$ cat src/include/wdog_pkg.sv
package wdog_pkg;

    // Register map, byte addresses on the APB bus.
    localparam int unsigned ADDR_W        = 8;
    localparam logic [7:0]  CAUSE_OFF     = 8'h00;
    localparam logic [7:0]  CTRL_OFF      = 8'h04;

    // Reset values of the two registers.
    localparam logic [7:0]  CAUSE_POR_VAL = 8'h01;
    localparam logic [7:0]  CTRL_RST_VAL  = 8'h00;

    // Timing: oscillator rate, base period and the change window.
    localparam logic [31:0] OSC_FREQ_HZ   = 32'h0001_F400;
    localparam logic [31:0] CLK_FREQ_HZ   = 32'h05F5_E100;
    localparam int unsigned CNT_W         = 21;
    localparam logic [20:0] PERIOD_BASE   = 21'h00_0800;
    localparam logic [3:0]  PERIOD_MAX    = 4'h9;
    localparam logic [2:0]  CE_CYCLES     = 3'h4;

    typedef enum logic [1:0] {
        MODE_STOPPED    = 2'b00,
        MODE_IRQ_ONLY   = 2'b01,
        MODE_RESET_ONLY = 2'b10,
        MODE_IRQ_RESET  = 2'b11
    } wdog_mode_t;

    // Field layout of the control and status byte.
    typedef struct packed {
        logic       irq_flag;
        logic       irq_enable;
        logic       period_hi;
        logic       change_enable;
        logic       reset_enable;
        logic [2:0] period_lo;
    } wdog_ctrl_t;

    // Field layout of the reset cause byte.
    typedef struct packed {
        logic [3:0] reserved;
        logic       wdog_reset_flag;
        logic       brownout_reset_flag;
        logic       pin_reset_flag;
        logic       poweron_reset_flag;
    } reset_cause_t;

    typedef struct packed {
        logic              psel;
        logic              penable;
        logic              pwrite;
        logic [ADDR_W-1:0] paddr;
        logic [31:0]       pwdata;
    } apb_req_t;

    typedef struct packed {
        logic        pready;
        logic        pslverr;
        logic [31:0] prdata;
    } apb_rsp_t;

endpackage

$ cat src/core/wdog_core.sv
// Contract
// RULE1: Expiry reset sends a one core clock pulse to the delay counter.
// RULE2: Counter advances on ticks of the separate 128 kHz oscillator.
// RULE3: Counter clears on restart, while disabled, and on any chip reset.
// RULE4: Reset modes: period elapsed without restart forces a system reset.
// RULE5: Fuse picks level one (starts off) or level two (always on).
// RULE6: Level one accepts setting reset enable at any time.
// RULE7: Level one disable: change+reset write, then final write in window.
// RULE8: Level two always runs and reads reset enable as one.
// RULE9: Level two period change needs change+reset write, then period write.
// RULE10: Change enable clears after four cycles; gates clears and periods.
// RULE11: Watchdog reset sets bit three; power-on or zero write clears it.
// RULE12: Brown-out reset sets bit two; power-on or zero write clears it.
// RULE13: Pin reset sets bit one; power-on or zero write clears it.
// RULE14: Power-on sets bit zero; only a zero write clears it.
// RULE15: Reset cause bits seven to four always read zero.
// RULE16: Interrupt flag set on expiry; vector taken or one write clears.
// RULE17: Interrupt request only with global enable and interrupt enable set.
// RULE18: Mode follows reset and irq enables; programmed fuse forces reset.
// RULE19: Combined mode: taking vector clears flag and interrupt enable.
// RULE20: Combined mode: unserviced interrupt at next expiry resets chip.
// RULE21: Watchdog reset flag forces reset enable to one.
// RULE22: Period code 0 to 9 selects 2048 doubling to 1048576 cycles.
// RULE23: Reserved period codes fall back to the longest valid code.
// RULE24: One writes keep cause flags; flags survive non power-on resets.
`timescale 1ns/10ps

module wdog_core #(
    parameter logic [20:0] PERIOD_BASE_CYC = wdog_pkg::PERIOD_BASE
) (
    input  wire logic              mclk_in,
    input  wire logic              rst_in,
    input  wire wdog_pkg::apb_req_t apb_req_in,
    output wdog_pkg::apb_rsp_t     apb_rsp_out,
    input  wire logic              wdog_osc_in,
    input  wire logic              safety_level_fuse_in,
    input  wire logic              wdog_restart_instr_in,
    input  wire logic              global_irq_enable_in,
    input  wire logic              irq_vector_taken_in,
    input  wire logic              brownout_reset_in,
    input  wire logic              pin_reset_in,
    output logic                   wdog_sys_rst_out,
    output logic                   wdog_irq_req_out
);
    import wdog_pkg::*;

    function automatic logic addr_hit(input logic [ADDR_W-1:0] a,
                                      input logic [7:0] off);
        addr_hit = (a[ADDR_W-1:2] == off[ADDR_W-1:2]);
    endfunction

    function automatic logic [CNT_W-1:0] period_last(input logic [3:0] c);
        logic [3:0]       cc;
        logic [CNT_W-1:0] p;
        cc = (c > PERIOD_MAX) ? PERIOD_MAX : c;
        p = PERIOD_BASE_CYC << cc;
        period_last = p - 21'h00_0001;
    endfunction

    logic             fuse_s1_q;
    logic             fuse_q;
    logic             osc_s1_q;
    logic             osc_s2_q;
    logic             osc_s3_q;
    logic [CNT_W-1:0] cnt_q;
    logic [CNT_W-1:0] cnt_d;
    logic             rst_en_q;
    logic             rst_en_d;
    logic             ie_q;
    logic             ie_d;
    logic             flag_q;
    logic             flag_d;
    logic [3:0]       per_q;
    logic [3:0]       per_d;
    logic             ce_q;
    logic             ce_d;
    logic [2:0]       ce_cnt_q;
    logic [2:0]       ce_cnt_d;
    reset_cause_t     cause_q;
    reset_cause_t     cause_d;
    logic             rst_pulse_q;
    logic             irq_q;
    logic             pready_q;
    logic             pslverr_q;
    logic [31:0]      prdata_q;

    // The fuse and oscillator pins pass two flops before any use.
    always_ff @(posedge mclk_in)
    begin
        fuse_s1_q <= safety_level_fuse_in;
        fuse_q    <= fuse_s1_q;
        osc_s1_q  <= wdog_osc_in;
        osc_s2_q  <= osc_s1_q;
        osc_s3_q  <= osc_s2_q;
    end

    wire osc_tick = osc_s2_q & ~osc_s3_q; // RULE2

    // Bus decode.
    wire setup_w   = apb_req_in.psel & ~apb_req_in.penable;
    wire hit_cause = addr_hit(apb_req_in.paddr, CAUSE_OFF);
    wire hit_ctrl  = addr_hit(apb_req_in.paddr, CTRL_OFF);
    wire wr_w      = apb_req_in.psel & apb_req_in.penable
                     & apb_req_in.pwrite & pready_q;
    wire cause_wr  = wr_w & hit_cause;
    wire ctrl_wr   = wr_w & hit_ctrl;
    wire [7:0] wbyte = apb_req_in.pwdata[7:0];
    wdog_ctrl_t wctl;
    assign wctl = wdog_ctrl_t'(wbyte);

    // Any reset other than power-on reinitialises the control register.
    wire chip_rst = rst_pulse_q | brownout_reset_in | pin_reset_in;

    wire rst_en_eff = rst_en_q | fuse_q
                      | cause_q.wdog_reset_flag; // RULE8 RULE21
    wdog_mode_t mode_w;
    assign mode_w = fuse_q ? MODE_RESET_ONLY
                           : wdog_mode_t'({rst_en_eff, ie_q}); // RULE18 RULE5
    wire running  = (mode_w != MODE_STOPPED);
    wire at_last  = (cnt_q == period_last(per_q)); // RULE22 RULE23
    wire expire   = osc_tick & running & at_last & ~chip_rst;
    wire do_reset = expire & ((mode_w == MODE_RESET_ONLY)
                    | ((mode_w == MODE_IRQ_RESET) & flag_q)); // RULE4 RULE20
    wire do_irq   = expire & ~do_reset
                    & ((mode_w == MODE_IRQ_ONLY)
                    | (mode_w == MODE_IRQ_RESET)); // RULE16
    wire irq_ack  = irq_vector_taken_in & irq_q;

    // Timed sequence: change enable plus reset enable opens the window.
    wire seq_start = ctrl_wr & wctl.change_enable & wctl.reset_enable;
    wire seq_close = ctrl_wr & ~wctl.change_enable & ce_q;

    // Counter.
    always_comb
    begin
        cnt_d = cnt_q;
        if (chip_rst | wdog_restart_instr_in | ~running | expire)
        begin
            cnt_d = '0; // RULE3
        end
        else if (osc_tick)
        begin
            cnt_d = cnt_q + 21'h00_0001; // RULE2
        end
    end

    // Control fields.
    always_comb
    begin
        rst_en_d = rst_en_q;
        ie_d     = ie_q;
        per_d    = per_q;
        ce_d     = ce_q;
        ce_cnt_d = ce_cnt_q;
        flag_d   = flag_q;
        if (ce_q)
        begin
            ce_cnt_d = ce_cnt_q - 3'h1;
            if (ce_cnt_q == 3'h1)
            begin
                ce_d = 1'b0; // RULE10
            end
        end
        if (chip_rst)
        begin
            rst_en_d = 1'b0;
            ie_d     = 1'b0;
            per_d    = 4'h0;
            ce_d     = 1'b0;
            ce_cnt_d = 3'h0;
            flag_d   = 1'b0;
        end
        else
        begin
            if (ctrl_wr)
            begin
                ie_d = wctl.irq_enable;
                if (!fuse_q)
                begin
                    // Setting is free; clearing needs the open window.
                    rst_en_d = wctl.reset_enable
                               | (rst_en_q & ~ce_q); // RULE6 RULE7 RULE10
                end
                if (wctl.irq_flag)
                begin
                    flag_d = 1'b0; // RULE16
                end
            end
            if (seq_start)
            begin
                ce_d     = 1'b1;
                ce_cnt_d = CE_CYCLES; // RULE10
            end
            else if (seq_close)
            begin
                ce_d  = 1'b0;
                per_d = {wctl.period_hi, wctl.period_lo}; // RULE9 RULE10
            end
            if (irq_ack)
            begin
                flag_d = 1'b0; // RULE16
                if (mode_w == MODE_IRQ_RESET)
                begin
                    ie_d = 1'b0; // RULE19
                end
            end
            // The hardware set beats any clear in the same cycle.
            if (do_irq)
            begin
                flag_d = 1'b1; // RULE16
            end
        end
    end

    // Cause flags: zero writes clear, one writes keep, sets win.
    always_comb
    begin
        cause_d = cause_q;
        if (cause_wr)
        begin
            cause_d = reset_cause_t'(cause_q & wbyte); // RULE24
        end
        cause_d.reserved = 4'h0; // RULE15
        if (do_reset)
        begin
            cause_d.wdog_reset_flag = 1'b1; // RULE11
        end
        if (brownout_reset_in)
        begin
            cause_d.brownout_reset_flag = 1'b1; // RULE12
        end
        if (pin_reset_in)
        begin
            cause_d.pin_reset_flag = 1'b1; // RULE13
        end
    end

    wdog_ctrl_t rctl;
    assign rctl = '{irq_flag:      flag_q,
                    irq_enable:    ie_q,
                    period_hi:     per_q[3],
                    change_enable: ce_q,
                    reset_enable:  rst_en_eff,
                    period_lo:     per_q[2:0]};
    wire [7:0] rbyte = hit_cause ? 8'(cause_q) : 8'(rctl);
    wire       rhit  = hit_cause | hit_ctrl;

    always_ff @(posedge mclk_in)
    begin
        if (rst_in)
        begin
            cause_q <= reset_cause_t'(CAUSE_POR_VAL); // RULE14 RULE11
        end
        else
        begin
            cause_q <= cause_d;
        end
    end

    always_ff @(posedge mclk_in)
    begin
        if (rst_in)
        begin
            cnt_q    <= '0;
            rst_en_q <= CTRL_RST_VAL[3];
            ie_q     <= CTRL_RST_VAL[6];
            flag_q   <= CTRL_RST_VAL[7];
            per_q    <= 4'h0;
            ce_q     <= 1'b0;
            ce_cnt_q <= 3'h0;
        end
        else
        begin
            cnt_q    <= cnt_d;
            rst_en_q <= rst_en_d;
            ie_q     <= ie_d;
            flag_q   <= flag_d;
            per_q    <= per_d;
            ce_q     <= ce_d;
            ce_cnt_q <= ce_cnt_d;
        end
    end

    always_ff @(posedge mclk_in)
    begin
        if (rst_in)
        begin
            rst_pulse_q <= 1'b0;
            irq_q       <= 1'b0;
        end
        else
        begin
            rst_pulse_q <= do_reset & ~rst_pulse_q; // RULE1
            irq_q <= flag_q & ie_q & global_irq_enable_in
                     & ~fuse_q & ~irq_ack; // RULE17
        end
    end

    // Zero-wait slave: answer is ready in the first access cycle.
    always_ff @(posedge mclk_in)
    begin
        if (rst_in)
        begin
            pready_q  <= 1'b0;
            pslverr_q <= 1'b0;
            prdata_q  <= 32'h0000_0000;
        end
        else
        begin
            pready_q  <= setup_w;
            pslverr_q <= setup_w & ~rhit;
            prdata_q  <= (setup_w & rhit & ~apb_req_in.pwrite)
                         ? {24'h00_0000, rbyte} : 32'h0000_0000;
        end
    end

    assign apb_rsp_out.pready  = pready_q;
    assign apb_rsp_out.pslverr = pslverr_q;
    assign apb_rsp_out.prdata  = prdata_q;
    assign wdog_sys_rst_out    = rst_pulse_q;
    assign wdog_irq_req_out    = irq_q;
endmodule // wdog_core

$ cat config.mk
export PLATFORM = sky130hd
export DESIGN_NAME = wdog_core
export DESIGN_NICKNAME = d
export VERILOG_FILES = /design/src/include/wdog_pkg.sv /design/src/core/wdog_core.sv
export SDC_FILE = /design/constraint.sdc
export NUM_CORES = 1
export LEC_CHECK = 0
export BUFFER_PORTS_ARGS = -buffer_cell sky130_fd_sc_hd__buf_2
export CORE_MARGIN = 5
export CORE_UTILIZATION = 38
export DETAILED_ROUTE_END_ITERATION = 10
export PLACE_DENSITY = 0.62
export SYNTH_ARGS = -nofsm -noshare
export SYNTH_HDL_FRONTEND = slang
export SYNTH_SLANG_ARGS = --single-unit
$ cat constraint.sdc
create_clock -name mclk_in -period 7.15 [get_ports mclk_in]
set_input_delay 0 -clock mclk_in [delete_from_list [all_inputs] [get_ports mclk_in]]
set_output_delay 0 -clock mclk_in [all_outputs]
set_load 0.01 [all_outputs]
==> key figures <==
Clock tree
  – CTS Buf Count: 5
  – Later-pin clock latency in the skew report: slightly below 300 ps
  – Clock sinks: 53
  – CTS Buffer Depth: 2
  – Root Buffer Master: clkbuf_8
  – CTS Hold Bufs: 16
  – Clk slew on worst S/H paths: 90 ps
  – Post-CTS Resized: 0
  – Post-CTS Setup Bufs: 0
  – CTS H-Tree Depth: 2
  – CTS tree: yes

Placement
  – Placed Instances: slightly below 400
  – Port Buffers: 37
  – Placer Congestion: approximately 0.76
  – HPWL after DPL: around 3.9 mm
  – Worst slack, placed: around 3900 ps
  – Area after DPL: around 2800 µm²

Run
  – Max_cap viols: 0

Timing
  – Peak Freq: ~0.31 GHz
  – Hold WS: 0.131 ps
  – Slew @ Worst Pin: between 900 and 1000 ps
  – Setup TNS: 0 ps
  – RSZ-0062 raised after global routing: no
  – Setup Skew: around 6.8 ps
  – Final min period: ~3200 ps
  – Slew Limit Fails: 0
  – Worst relative slew slack: 39.6%
  – Final hold violation count: 0
  – Setup violations, final: 0
  – Setup WS post-layout: 3950 ps
  – Tcrit/Tclk final: 44.7%

Die
  – Die span in x: about 93 µm
  – Cell row count: 30
  – Initial core utilization: 38.7%
  – Die H: slightly above 90 µm
  – Core area: around 6800 µm²
  – Area of the die: between 8000 and 9000 µm²
  – I/O pin count: slightly below 90

Routing
  – Vias per cell: a little under 5
  – Wire per inst: roughly 12 µm
  – Vias: 2,046
  – Drt total wl: between 5 and 6 mm
  – Total iterations of the first detailed-routing run: 5
  – DRT antenna net count: 0
  – Initial DRC Count: 70
  – Remaining DRCs: 0

Synthesis
  – Top post-synthesis cells by area: dfxtp_1, buf_4, nor2_1
  – Avg Inst Size Synth: between 8 and 9 µm²
  – Area share of the largest cell type after synthesis: 40.6%
  – Most common cell in the netlist: dfxtp_1
  – Post-Synthesis Cells: slightly below 300
  – EDFF count, synth: 0
  – Leading register cell type out of synthesis: dfxtp_1
  – Most instantiated cells after synthesis: dfxtp_1, nor2_1, buf_4
  – Post-synth ARST share: 0%
  – Unique masters post-synth: 50
  – Yosys top cell by area: dfxtp_1
  – Synthesized flop and latch total: between 50 and 60
  – Ys Warns: 0
  – Register area share after synthesis: roughly 41%
  – Synthesized area: 2620 µm²

Global routing
  – First-pass GRT wire length: 8.43 mm
  – GR Overflow Total: 0
  – Initial antenna violation count: 0
  – Largest net degree at the start of global routing: 17
  – Total Routing Usage GR: about an eighth
  – Vias in the first global route: ~1,900

Setup path
  – Slack of the worst reg-to-reg path: roughly 4000 ps
  – Critical Path Fanout Max: 16
  – CP Capture Type: flip-flop
  – Largest stage delay, worst path: roughly 740 ps
  – CP Launch Type: flip-flop
  – CP delay by family, top: simple AND/OR/NAND/NOR gates
  – WP buf/inv: 0
  – Reg2reg end: cnt_q[9]$_SDFFE_PP0P_
  – Critical Path Start: per_q[0]$_SDFFE_PP0P_
  – WP data arrival: about 3400 ps
  – Worst reg2reg startpoint: per_q[0]$_SDFFE_PP0P_
  – Reg2Reg Depth: 7
  – Critical Path RT: around 7300 ps
  – Crit path max-delay cell type: o41ai_4
  – Kind of critical path: reg2reg
  – CP Cell Sequence: or4_1 -> ha_1 -> xor2_1 -> nand4b_2 -> or4_4 -> o41ai_4 -> nor2_1

Layout
  – Layout Cells excl Fill: between 400 and 500
  – Layout cell share with drive strength beyond 1: about 16%
  – Final Cell Area: around 3000 µm²
  – Final core occ: between 40% and 50%
  – Nets: between 300 and 400
  – Fill cells: ~650
  – Area Growth Syn to Fin: 14.8%
  – Ant diodes: 0

Worst hold path
  – HP Class: in2reg
  – Hold path endpoint: wdog_irq_req_out$_SDFF_PP0_
  – Min-Delay Path Depth: 2
  – Min-delay src: rst_in

Power and ir drop
  – Total chip power: about 0.5 mW
  – Peak supply drop: a little under 0.09 mV
  – P_leak: 1.16 nW
  – Pwr per Cell Area: roughly 170 nW/µm²

Run status
  – Status: finished clean
[metal layers]
layer | wire [µm] | vias to the layer above | GRT usage (%)
met4 | 0 | 0 | 2.20
li1 | - | 1060 | -
met5 | 0 | - | 0
met3 | 332 | 0 | 2.98
met2 | 2360 | 54 | 19.4
met1 | 2510 | 932 | 15.9
[registers in the layout, summed over array words and instances, names as in the netlist, 3 cells and up]
signal,flops
cause_q,4
ce_cnt_q,3
cnt_q,21
per_q,4
prdata_q,8
[area by class of cell]
class	instances	area (µm²)	area share [%]
Sequential cell	53	1060	35.3
Multi-Input combinational cell	213	1360	45.3
Clock buffer	6	82.6	2.75
Tap cell	80	100	3.33
Clock inverter	1	7.51	0.250
Inverter	12	45.0	1.50
Timing Repair Buffer	53	345	11.5
[placed cells by master, fill, tap and decap left out, drive strengths merged, types with 7 or more instances in the layout]
cell type / count
nand4: 9
and3: 8
xor2: 15
xnor2: 10
conb: 24
o21ai: 7
dfxtp: 53
dlygate4sd3: 16
mux2i: 10
nand2: 13
buf: 37
nand3: 7
nor2: 36
inv: 12
nor3: 10
a21oi: 11
[kinds of logic (layout without fill, tap and decap cells)]
logic type / count (synthesis) / count (layout) / synth area share (%)
mux: 10 / 10 / 3.83
xor+xnor: 25 / 25 / 8.37
fa+ha+maj: 4 / 4 / 1.91
simple gates: 118 / 118 / 25.4
buf+inv: 48 / 72 / 10.7
compound gates: 32 / 32 / 9.04
other cells: 1 / 24 / 0.143
flops: 53 / 53 / 40.6
[worst max-delay path by stage]
| stage | slack [ps] | cells after the start | to |
|---|---|---|---|
| after floorplan | 4410 | 7 | flag_q$_SDFFE_PP0P_ |
| after CTS | 3920 | 7 | cnt_q[9]$_SDFFE_PP0P_ |
| after global routing | 3760 | 7 | cnt_q[9]$_SDFFE_PP0P_ |
| after global placement | 4000 | 7 | cnt_q[1]$_SDFFE_PP0P_ |
| final | 3950 | 7 | cnt_q[9]$_SDFFE_PP0P_ |
| after detailed placement | 3940 | 7 | cnt_q[9]$_SDFFE_PP0P_ |
[power by group]
| part | switching (mW) | total (mW) | internal (mW) | leakage [nW] |
|---|---|---|---|---|
| Clock | 0.0915 | 0.168 | 0.0767 | 0.0433 |
| Sequential | 0.00129 | 0.299 | 0.298 | 0.430 |
| Combinational | 0.0163 | 0.0303 | 0.0140 | 0.688 |
Power figures use the tool's default switching activity.
